**config.mk**
```make
export PLATFORM = sky130hd
export DESIGN_NAME = power_crystal_startup_options_bank
export DESIGN_NICKNAME = d
export VERILOG_FILES = /design/src/pkg/pwr_cfg_pkg.sv /design/src/core/power_crystal_startup_options_bank.sv
export SDC_FILE = /design/constraint.sdc
export NUM_CORES = 1
export LEC_CHECK = 0
export BUFFER_PORTS_ARGS = -buffer_cell sky130_fd_sc_hd__buf_2
export CAP_MARGIN = 20
export CORE_ASPECT_RATIO = 1.1
export CORE_MARGIN = 4
export CORE_UTILIZATION = 58
export DETAILED_ROUTE_END_ITERATION = 10
export GPL_TIMING_DRIVEN = 0
export PLACE_DENSITY_LB_ADDON = 0.12
export SLEW_MARGIN = 20
export SYNTH_ARGS = -nofsm -noshare
export SYNTH_HDL_FRONTEND = slang
export SYNTH_SLANG_ARGS = --single-unit
export TNS_END_PERCENT = 1
```
**constraint.sdc**
```tcl
create_clock -name clk_sys -period 9.65 [get_ports clk_sys]
set_input_delay 0.965 -clock clk_sys [delete_from_list [all_inputs] [get_ports clk_sys]]
set_output_delay 0.965 -clock clk_sys [all_outputs]
set_load 0.01 [all_outputs]
```
**src/pkg/pwr_cfg_pkg.sv**
```systemverilog
package pwr_cfg_pkg;
  // Register indices; the byte address is four times the index
  localparam logic [11:0] IDX_CONVERTER_OPTIONS = 12'h001;
  localparam logic [11:0] IDX_TX_REGULATOR_OPTIONS = 12'h002;
  localparam logic [11:0] IDX_AMP_SUPPLY_LEVEL = 12'h006;
  localparam logic [11:0] IDX_AMP_MAX_READER_GENERAL = 12'h007;
  localparam logic [11:0] IDX_AMP_MAX_CARD = 12'h008;
  localparam logic [11:0] IDX_BOOST_OUTPUT_LEVEL = 12'h009;
  localparam logic [11:0] IDX_CRYSTAL_STARTUP_OPTIONS = 12'h00f;
  localparam logic [11:0] IDX_CRYSTAL_READY_TIMEOUT = 12'h010;
  localparam logic [11:0] IDX_AMP_MAX_READER_PAYMENT = 12'h6a6;
  localparam logic [11:0] IDX_CRYSTAL_START_WAIT = 12'h6b8;
  localparam logic [11:0] IDX_REGULATOR_OFF_WAIT = 12'h6b9;
  localparam logic [11:0] IDX_RESERVED_A = 12'h6ba;
  localparam logic [11:0] IDX_RESERVED_B = 12'h6bb;
  localparam logic [11:0] IDX_SEQ_CONTROL = 12'h700;
  localparam logic [11:0] IDX_SEQ_STATUS = 12'h701;

  localparam int BIT_PASS_THROUGH = 4;
  localparam int BIT_DETECT_BOOST = 3;
  localparam int BIT_OVERCURRENT = 1;
  localparam int BIT_REG_ENABLE = 0;
  localparam int BIT_RECAL = 0;

  localparam logic [7:0] AMP_CODE_MAX = 8'h2a;
  localparam logic [7:0] BOOST_CODE_MAX = 8'h1d;

  localparam logic [7:0] RST_BYTE = 8'h00;
  localparam logic [31:0] RST_WORD = 32'h0000_0000;
  localparam logic [7:0] RST_START_WAIT = 8'h01;
  localparam logic [7:0] RST_OFF_WAIT = 8'h01;

  localparam int CLK_MHZ = 200;
  localparam int TICK_US = 128;
  localparam int TICK_CYCLES = TICK_US * CLK_MHZ;
  localparam int START_LOOPS = 50;

  typedef enum logic [1:0] {
    MODE_READER_GENERAL,
    MODE_READER_PAYMENT,
    MODE_CARD
  } op_mode_t;

  typedef struct packed {
    logic pass_through_supported;
    logic detect_uses_boost;
    logic reg_enable;
    logic overcurrent_en;
    logic [7:0] amp_code;
    logic [7:0] boost_code;
  } analog_ctrl_t;

  typedef struct packed {
    logic recal_start;
    logic crystal_start;
    logic crystal_timeout;
    logic regulator_off;
  } seq_events_t;
endpackage

```
**src/core/power_crystal_startup_options_bank.sv**
```systemverilog
// Register access over AXI4-Lite was left to the implementer.
`timescale 1ns/1ps
`default_nettype none
// What this block does
// - Bit 4 of converter options reports boost pass-through support.
// - Bit 3 enables boost for low-power detect, never ultra-low-power detect.
// - Regulator options bit 1 enables transmit regulator overcurrent protection.
// - Regulator options bit 0 enables the transmit regulator output.
// - Amplifier supply code means 1.5 V plus 0.1 V steps, max 0x2a.
// - Three separate maximum supply codes: general reader, payment reader, card.
// - Boost code means 3.1 V plus 0.1 V steps, 0x00 to 0x1d valid.
// - Recalibration starts after a wake-up seen while the crystal sequence is idle, only when crystal bit 0 set.
// - Crystal ready timeout is code times 128 us.
// - Crystal start wait is code times 128 us times 50 loops.
// - Regulator output is held off for off-wait code times 128 us after boost off, then regulator_off pulses.
// - Reserved bytes and reserved bits have no function.
module power_crystal_startup_options_bank (
  input wire logic clk_sys, // System clock
  input wire logic nrst, // Async reset, active low
  input wire logic [31:0] s_axi_awaddr, // Write address
  input wire logic s_axi_awvalid, // Write address valid
  output logic s_axi_awready, // Write address ready
  input wire logic [31:0] s_axi_wdata, // Write data
  input wire logic [3:0] s_axi_wstrb, // Write strobes
  input wire logic s_axi_wvalid, // Write data valid
  output logic s_axi_wready, // Write data ready
  output logic [1:0] s_axi_bresp, // Write response
  output logic s_axi_bvalid, // Write response valid
  input wire logic s_axi_bready, // Write response ready
  input wire logic [31:0] s_axi_araddr, // Read address
  input wire logic s_axi_arvalid, // Read address valid
  output logic s_axi_arready, // Read address ready
  output logic [31:0] s_axi_rdata, // Read data
  output logic [1:0] s_axi_rresp, // Read response
  output logic s_axi_rvalid, // Read valid
  input wire logic s_axi_rready, // Read ready
  input wire logic [1:0] op_mode, // Active mode, same clock
  input wire logic wake_up, // Wake-up pin
  input wire logic boost_shutdown, // Boost shutdown pin, dynamic power ctrl
  output var pwr_cfg_pkg::analog_ctrl_t analog_ctrl, // Decoded analog controls
  output var pwr_cfg_pkg::seq_events_t seq_events // Sequencer pulses
);
  import pwr_cfg_pkg::*;

  typedef enum {
    XS_IDLE,
    XS_START_WAIT,
    XS_READY_WAIT
  } xtal_state_t;

  logic [1:0] rst_sync_r;
  logic rst_n;
  logic [7:0] conv_r, amp_r, max_gen_r, max_card_r, boost_r;
  logic [7:0] xcfg_r, xtmo_r, max_pay_r, start_wait_r, off_wait_r;
  logic [31:0] regw_r;
  logic power_ctrl_en_r, xtal_ready_r;
  logic [2:0] wake_sync_r, boff_sync_r;
  logic wake_prev_r, boff_prev_r;
  logic wake_evt, boff_evt;
  logic [15:0] tick_cnt_r;
  logic tick;
  logic [13:0] loop_cnt_r;
  logic [7:0] off_cnt_r;
  logic off_busy_r;
  xtal_state_t xs_r;
  logic aw_held_r, w_held_r;
  logic [31:0] awaddr_r, wdata_r;
  logic [3:0] wstrb_r;
  logic [7:0] mode_max;

  // Saturate a code at its own ceiling
  function automatic logic [7:0] sat(input logic [7:0] c,
                                     input logic [7:0] m);
    sat = (c > m) ? m : c;
  endfunction

  function automatic logic addr_ok(input logic [31:0] a);
    addr_ok = (a[1:0] == 2'b00) && (a[31:14] == 18'h0);
  endfunction

  always_ff @(posedge clk_sys or negedge nrst) begin
    if (!nrst) begin
      rst_sync_r <= 2'b00;
    end else begin
      rst_sync_r <= {rst_sync_r[0], 1'b1};
    end
  end
  assign rst_n = rst_sync_r[1];

  // Pins: three stages, change accepted when stages two and three agree
  always_ff @(posedge clk_sys or negedge rst_n) begin
    if (!rst_n) begin
      wake_sync_r <= 3'b000;
      boff_sync_r <= 3'b000;
      wake_prev_r <= 1'b0;
      boff_prev_r <= 1'b0;
    end else begin
      wake_sync_r <= {wake_sync_r[1:0], wake_up};
      boff_sync_r <= {boff_sync_r[1:0], boost_shutdown};
      if (wake_sync_r[2] == wake_sync_r[1]) begin
        wake_prev_r <= wake_sync_r[2];
      end
      if (boff_sync_r[2] == boff_sync_r[1]) begin
        boff_prev_r <= boff_sync_r[2];
      end
    end
  end
  assign wake_evt = (wake_sync_r[2] == wake_sync_r[1]) && wake_sync_r[2] &&
                    !wake_prev_r;
  assign boff_evt = (boff_sync_r[2] == boff_sync_r[1]) && boff_sync_r[2] &&
                    !boff_prev_r;

  // AXI write path: address and data taken in either order
  always_ff @(posedge clk_sys or negedge rst_n) begin
    if (!rst_n) begin
      aw_held_r <= 1'b0;
      w_held_r <= 1'b0;
      awaddr_r <= 32'h0;
      wdata_r <= 32'h0;
      wstrb_r <= 4'h0;
      s_axi_bvalid <= 1'b0;
      s_axi_bresp <= 2'b00;
      s_axi_awready <= 1'b0;
      s_axi_wready <= 1'b0;
    end else begin
      s_axi_awready <= (s_axi_awvalid && s_axi_awready) ? 1'b0 :
                       (!aw_held_r && !s_axi_bvalid);
      s_axi_wready <= (s_axi_wvalid && s_axi_wready) ? 1'b0 :
                      (!w_held_r && !s_axi_bvalid);
      if (s_axi_awvalid && s_axi_awready) begin
        aw_held_r <= 1'b1;
        awaddr_r <= s_axi_awaddr;
      end
      if (s_axi_wvalid && s_axi_wready) begin
        w_held_r <= 1'b1;
        wdata_r <= s_axi_wdata;
        wstrb_r <= s_axi_wstrb;
      end
      if (aw_held_r && w_held_r && !s_axi_bvalid) begin
        s_axi_bvalid <= 1'b1;
        s_axi_bresp <= addr_ok(awaddr_r) ? 2'b00 : 2'b10;
        aw_held_r <= 1'b0;
        w_held_r <= 1'b0;
      end else if (s_axi_bvalid && s_axi_bready) begin
        s_axi_bvalid <= 1'b0;
      end
    end
  end
  logic do_wr;
  logic [11:0] widx;
  assign do_wr = aw_held_r && w_held_r && !s_axi_bvalid &&
                 addr_ok(awaddr_r);
  assign widx = awaddr_r[13:2];

  // Byte registers keep all eight bits; reserved bits simply drive nothing
  always_ff @(posedge clk_sys or negedge rst_n) begin
    if (!rst_n) begin
      conv_r <= RST_BYTE;
      regw_r <= RST_WORD;
      amp_r <= RST_BYTE;
      max_gen_r <= RST_BYTE;
      max_card_r <= RST_BYTE;
      boost_r <= RST_BYTE;
      xcfg_r <= RST_BYTE;
      xtmo_r <= RST_BYTE;
      max_pay_r <= RST_BYTE;
      start_wait_r <= RST_START_WAIT;
      off_wait_r <= RST_OFF_WAIT;
      power_ctrl_en_r <= 1'b0;
    end else if (do_wr) begin
      if (wstrb_r[0]) begin
        case (widx)
          IDX_CONVERTER_OPTIONS: conv_r <= wdata_r[7:0];
          IDX_AMP_SUPPLY_LEVEL: amp_r <= wdata_r[7:0];
          IDX_AMP_MAX_READER_GENERAL: max_gen_r <= wdata_r[7:0];
          IDX_AMP_MAX_CARD: max_card_r <= wdata_r[7:0];
          IDX_BOOST_OUTPUT_LEVEL: boost_r <= wdata_r[7:0];
          IDX_CRYSTAL_STARTUP_OPTIONS: xcfg_r <= wdata_r[7:0];
          IDX_CRYSTAL_READY_TIMEOUT: xtmo_r <= wdata_r[7:0];
          IDX_AMP_MAX_READER_PAYMENT: max_pay_r <= wdata_r[7:0];
          IDX_CRYSTAL_START_WAIT: start_wait_r <= wdata_r[7:0];
          IDX_REGULATOR_OFF_WAIT: off_wait_r <= wdata_r[7:0];
          IDX_SEQ_CONTROL: power_ctrl_en_r <= wdata_r[0];
          default: ;
        endcase
      end
      if (widx == IDX_TX_REGULATOR_OPTIONS) begin
        for (int b = 0; b < 4; b++) begin
          if (wstrb_r[b]) begin
            regw_r[b*8 +: 8] <= wdata_r[b*8 +: 8];
          end
        end
      end
    end
  end

  function automatic logic [31:0] rd_mux(input logic [11:0] i);
    case (i)
      IDX_CONVERTER_OPTIONS: rd_mux = {24'h0, conv_r};
      IDX_TX_REGULATOR_OPTIONS: rd_mux = regw_r;
      IDX_AMP_SUPPLY_LEVEL: rd_mux = {24'h0, amp_r};
      IDX_AMP_MAX_READER_GENERAL: rd_mux = {24'h0, max_gen_r};
      IDX_AMP_MAX_CARD: rd_mux = {24'h0, max_card_r};
      IDX_BOOST_OUTPUT_LEVEL: rd_mux = {24'h0, boost_r};
      IDX_CRYSTAL_STARTUP_OPTIONS: rd_mux = {24'h0, xcfg_r};
      IDX_CRYSTAL_READY_TIMEOUT: rd_mux = {24'h0, xtmo_r};
      IDX_AMP_MAX_READER_PAYMENT: rd_mux = {24'h0, max_pay_r};
      IDX_CRYSTAL_START_WAIT: rd_mux = {24'h0, start_wait_r};
      IDX_REGULATOR_OFF_WAIT: rd_mux = {24'h0, off_wait_r};
      IDX_SEQ_CONTROL: rd_mux = {31'h0, power_ctrl_en_r};
      IDX_SEQ_STATUS: rd_mux = {28'h0, off_busy_r, xtal_ready_r,
                                (xs_r == XS_READY_WAIT),
                                (xs_r == XS_START_WAIT)};
      default: rd_mux = 32'h0;
    endcase
  endfunction

  // AXI read path, one cycle to answer
  always_ff @(posedge clk_sys or negedge rst_n) begin
    if (!rst_n) begin
      s_axi_rvalid <= 1'b0;
      s_axi_rdata <= 32'h0;
      s_axi_rresp <= 2'b00;
      s_axi_arready <= 1'b0;
    end else if (s_axi_arvalid && s_axi_arready) begin
      s_axi_arready <= 1'b0;
      s_axi_rvalid <= 1'b1;
      s_axi_rdata <= addr_ok(s_axi_araddr) ?
                     rd_mux(s_axi_araddr[13:2]) : 32'h0;
      s_axi_rresp <= addr_ok(s_axi_araddr) ? 2'b00 : 2'b10;
    end else if (s_axi_rvalid && s_axi_rready) begin
      s_axi_rvalid <= 1'b0;
    end else begin
      s_axi_arready <= !s_axi_rvalid;
    end
  end

  // Mode ceiling, itself saturated at the encoding's ceiling
  always_comb begin
    case (op_mode)
      MODE_READER_PAYMENT: mode_max = sat(max_pay_r, AMP_CODE_MAX);
      MODE_CARD: mode_max = sat(max_card_r, AMP_CODE_MAX);
      default: mode_max = sat(max_gen_r, AMP_CODE_MAX);
    endcase
  end

  always_ff @(posedge clk_sys or negedge rst_n) begin
    if (!rst_n) begin
      analog_ctrl <= '0;
    end else begin
      analog_ctrl.pass_through_supported <= conv_r[BIT_PASS_THROUGH];
      analog_ctrl.detect_uses_boost <= conv_r[BIT_DETECT_BOOST];
      analog_ctrl.overcurrent_en <= regw_r[BIT_OVERCURRENT];
      analog_ctrl.reg_enable <= regw_r[BIT_REG_ENABLE] && !off_busy_r;
      analog_ctrl.amp_code <= sat(amp_r, mode_max);
      analog_ctrl.boost_code <= sat(boost_r, BOOST_CODE_MAX);
    end
  end

  // 128 us tick, free running
  always_ff @(posedge clk_sys or negedge rst_n) begin
    if (!rst_n) begin
      tick_cnt_r <= 16'h0;
    end else if (tick) begin
      tick_cnt_r <= 16'h0;
    end else begin
      tick_cnt_r <= tick_cnt_r + 16'h1;
    end
  end
  assign tick = (tick_cnt_r == 16'(TICK_CYCLES - 1));

  // Crystal start sequence after a wake-up seen while idle
  always_ff @(posedge clk_sys or negedge rst_n) begin
    if (!rst_n) begin
      xs_r <= XS_IDLE;
      loop_cnt_r <= 14'h0;
      xtal_ready_r <= 1'b0;
      seq_events <= '0;
    end else begin
      seq_events.recal_start <= 1'b0;
      seq_events.crystal_start <= 1'b0;
      seq_events.crystal_timeout <= 1'b0;
      seq_events.regulator_off <= 1'b0;
      if (off_busy_r && tick && off_cnt_r <= 8'h1) begin
        seq_events.regulator_off <= 1'b1;
      end
      case (xs_r)
        XS_IDLE: begin
          if (wake_evt) begin
            seq_events.recal_start <= xcfg_r[BIT_RECAL];
            loop_cnt_r <= 14'(start_wait_r * START_LOOPS);
            xtal_ready_r <= 1'b0;
            xs_r <= XS_START_WAIT;
          end
        end
        XS_START_WAIT: begin
          if (loop_cnt_r == 14'h0) begin
            seq_events.crystal_start <= 1'b1;
            loop_cnt_r <= {6'h0, xtmo_r};
            xs_r <= XS_READY_WAIT;
          end else if (tick) begin
            loop_cnt_r <= loop_cnt_r - 14'h1;
          end
        end
        XS_READY_WAIT: begin
          // Timeout pulses crystal_timeout, sets crystal ready and ends the sequence
          if (loop_cnt_r == 14'h0) begin
            seq_events.crystal_timeout <= 1'b1;
            xtal_ready_r <= 1'b1;
            xs_r <= XS_IDLE;
          end else if (tick) begin
            loop_cnt_r <= loop_cnt_r - 14'h1;
          end
        end
        default: xs_r <= XS_IDLE;
      endcase
    end
  end

  // Regulator switch-off wait after boost shutdown
  always_ff @(posedge clk_sys or negedge rst_n) begin
    if (!rst_n) begin
      off_busy_r <= 1'b0;
      off_cnt_r <= 8'h0;
    end else if (boff_evt && power_ctrl_en_r && !off_busy_r) begin
      off_busy_r <= 1'b1;
      off_cnt_r <= off_wait_r;
    end else if (off_busy_r && tick) begin
      if (off_cnt_r <= 8'h1) begin
        off_busy_r <= 1'b0;
      end
      off_cnt_r <= off_cnt_r - 8'h1;
    end
  end
endmodule
`default_nettype wire

```
==> impl_metrics.ini <==
[detailed_routing]
viasPerCell = 5.969
first_iter_violations = 733
route.detailed.drc = 0
wire_per_inst_um = 20.01
drt_wl_total_um = 34090
via_count = 10171
antenna_left = 0
first_pass_iters = 6

[clock_tree]
clk_latency_ns = 0.56
cts.repair.resized = 0
cts_setup_buffers = 0
cts_tree = built
cts.path.max_buffers = 3
htreeDepth = 1
numCtsBuffers = 31
cts_sinks = 298
hold_buffers = 0
cts_root_buf = clkbuf_16
clk_pin_slew_worst_paths_ns = 0.06

[sta]
rsz0062_at_grt = no
fmax_ghz = 0.2819
period_minus_slack_ns = 3.548
hold_viol = 0
setup_viol = 0
fin_crit_sh_pct = 36.76
tightest_slew_ns = 0.9229
fin_skew_ns = 0.01441
slew_headroom_pct = 38.48
slew_viol_final = 0

[synth]
synth_seq_area_share_pct = 52.93
ys_types = 79
synth.cell_area_mm2 = 0.01409
synth-main-ff-cell = dfrtp_1
yosysWarnings = 0
syn_avg_cell_area_um2 = 12.16
synthArstFlopShare_pct = 100.0
synthCells = 1159
synth_edf_count = 0
ys_ff_latch = 298

[floorplanning]
placementRows = 59
ios = 176
die-area_mm2 = 0.02686
die_h_um = 171.5
start_util_pct = 59.29
core-area_mm2 = 0.02377
die_w_um = 156.6

[final_layout]
final_cell_mix = dfrtp_1 (295), mux2_2 (184), buf_2 (184)
final_common_cell = dfrtp_1
drive_gt1_share_pct = 32.47
final_cell_count_no_fill = 1704
fin_area_mm2 = 0.01657
syn2layout_area_growth_pct = 17.59
num-nets-final = 1536
postLayoutCoreUtil_pct = 69.72

[pwr]
powerDensity_mw_per_mm2 = 209.1
p_leak_nw = 8.203
irDropWorstVdd_mv = 0.1986

[global_route]
grt_pass1_vias = 10176
grtUsageTotal_pct = 25.54
antenna_found_initial = 4
grt_max_degree = 58
grt_first_pass_wirelength_um = 54640
grt.overflow.total = 0

[setup_path]
critPathLaunchType = primary input
path_max_fanout = 9
crit_type = in2reg
cp-startpoint = op_mode[0]
slowest_stage = clkbuf_1
max_stage_delay_ns = 0.40
cp_cell_sequence = buf_2, inv_1, ha_1, clkbuf_1, nor3_1, a22oi_1, a21boi_0, ha_1, o21ai_0, nand2b_1, a21oi_1, o31a_1, clkbuf_1, mux2_2
r2r-start = max_card_r[4]$_DFFE_PN0P_
cp.required_ns = 10.08
reg2reg_depth = 12
critPathArrivalTime_ns = 3.98
end_kind = flop

[placement]
placed_area_mm2 = 0.01551
dp_cells = 1646
gp_congestion = 0.9552
io_buffers = 170
dp_hpwl_um = 25320

[outcome]
status = finished clean

[min_path]
hold_class = in2async

[run]
maxCapViolations = 0
through the flow:
stage                     hold slack (ns)  setup WS [ns]  TNS, ns  total power, mW
after global routing               0.1622          5.917        0            3.638
final                              0.1810          6.102        0            3.465
after detailed placement           0.2013          5.560        0            2.251
after floorplan                    0.3312         0.7334        0            2.015
after global placement             0.3336         -2.574  -750.01            2.214
after CTS                          0.1632          6.154        0            3.488
flip-flops by register name, indices dropped and copies added (netlist names), 14 cells and up:
name	flops
analog_ctrl	20
awaddr_r	32
loop_cnt_r	14
regw_r	32
s_axi_rdata	32
tick_cnt_r	16
wdata_r	32
power by group:
group	total [mW]	internal, mW	switching, mW
Clock	1.23	0.734	0.497
Combinational	0.678	0.286	0.392
Sequential	1.56	1.43	0.127
layout make-up:
class | count | area, um2
antenna | 1 | 2.502
buffer | 51 | 231.5
clock buffer | 40 | 859.6
clock inverter | 17 | 200.2
fill | 1751 | 7198
inverter | 39 | 146.4
multi-input combinational | 777 | 6279
sequential | 298 | 7463
tap | 305 | 381.6
timing repair buffer | 176 | 1008
cells by family (layout without fill, tap and decap cells):
| kind of cell | Yosys count | after routing | share of synthesized area (%) |
|---|---|---|---|
| mux | 215 | 215 | 16.90 |
| fa+ha+maj | 51 | 51 | 4.688 |
| simple gates | 290 | 290 | 11.81 |
| xor+xnor | 23 | 23 | 1.429 |
| buf+inv | 90 | 323 | 2.681 |
| compound gates | 190 | 190 | 9.508 |
| flops | 298 | 298 | 52.93 |
| other cells | 2 | 9 | 0.05329 |
critical path: cells and delay by family:
family	cells	cell delay, ns
adders and majority gates	2	0.57
buffers and inverters	4	0.86
AOI/OAI and AO/OA	5	0.98
muxes	1	0.39
and+or+nand+nor	2	0.23
Yosys cell counts, types with 4 or more instances:
| cell | n | share of area, % |
|---|---|---|
| dfrtp_1 | 296 | 53 |
| mux2_2 | 184 | 15 |
| nand2_1 | 59 | 1.6 |
| nor2_1 | 53 | 1.4 |
| ha_1 | 48 | 4.3 |
| inv_1 | 39 | 1.0 |
| o21ai_0 | 38 | 1.3 |
| a21oi_1 | 31 | 1.1 |
| mux2i_1 | 31 | 2.2 |
| a22o_1 | 29 | 1.8 |
| nor3_1 | 29 | 1.0 |
| clkbuf_1 | 28 | 0.75 |
| nand3_1 | 25 | 0.89 |
| nor4_1 | 17 | 0.75 |
| and3_1 | 15 | 0.67 |
| buf_2 | 14 | 0.50 |
| xor2_1 | 13 | 0.81 |
| a22oi_1 | 11 | 0.59 |
| nand4_1 | 11 | 0.49 |
| nor2b_1 | 11 | 0.49 |
| o22ai_1 | 11 | 0.49 |
| xnor2_1 | 10 | 0.62 |
| a221oi_1 | 9 | 0.56 |
| nand2b_1 | 9 | 0.40 |
| a211oi_1 | 8 | 0.43 |
| a21o_1 | 8 | 0.43 |
| and2_1 | 7 | 0.31 |
| o211ai_1 | 7 | 0.37 |
| or3_1 | 6 | 0.27 |
| or4_1 | 6 | 0.32 |
| buf_1 | 5 | 0.13 |
| a21boi_0 | 4 | 0.21 |
| and4_1 | 4 | 0.25 |
| nand3b_1 | 4 | 0.21 |
| nor3b_1 | 4 | 0.21 |
| o221ai_1 | 4 | 0.25 |
path summary, 6_finish.rpt:
kind / slack, ns / endpoint
setup / recovery: 6.10 / analog_ctrl[8]$_DFF_PN0_
hold / removal: 0.18 / rst_sync_r[1]$_DFF_PN0_
setup reg to reg: 6.21 / analog_ctrl[8]$_DFF_PN0_
hold reg to reg: 0.20 / awaddr_r[15]$_DFFE_PN0P_
max in group asynchronous: 8.56 / start_wait_r[0]$_DFFE_PN1P_
min in group clk_sys: 0.35 / rst_sync_r[1]$_DFF_PN0_
routing by layer:
metal / GRT usage (%) / routed length (um) / up-vias
met1: 34.29 / 14080 / 5022
met5: 0 / 34 / -
met4: 8.528 / 1180 / 6
met3: 7.448 / 2977 / 84
met2: 40.27 / 15820 / 356
li1: - / - / 4703
Note: power is estimated with default switching activity, not from simulation.
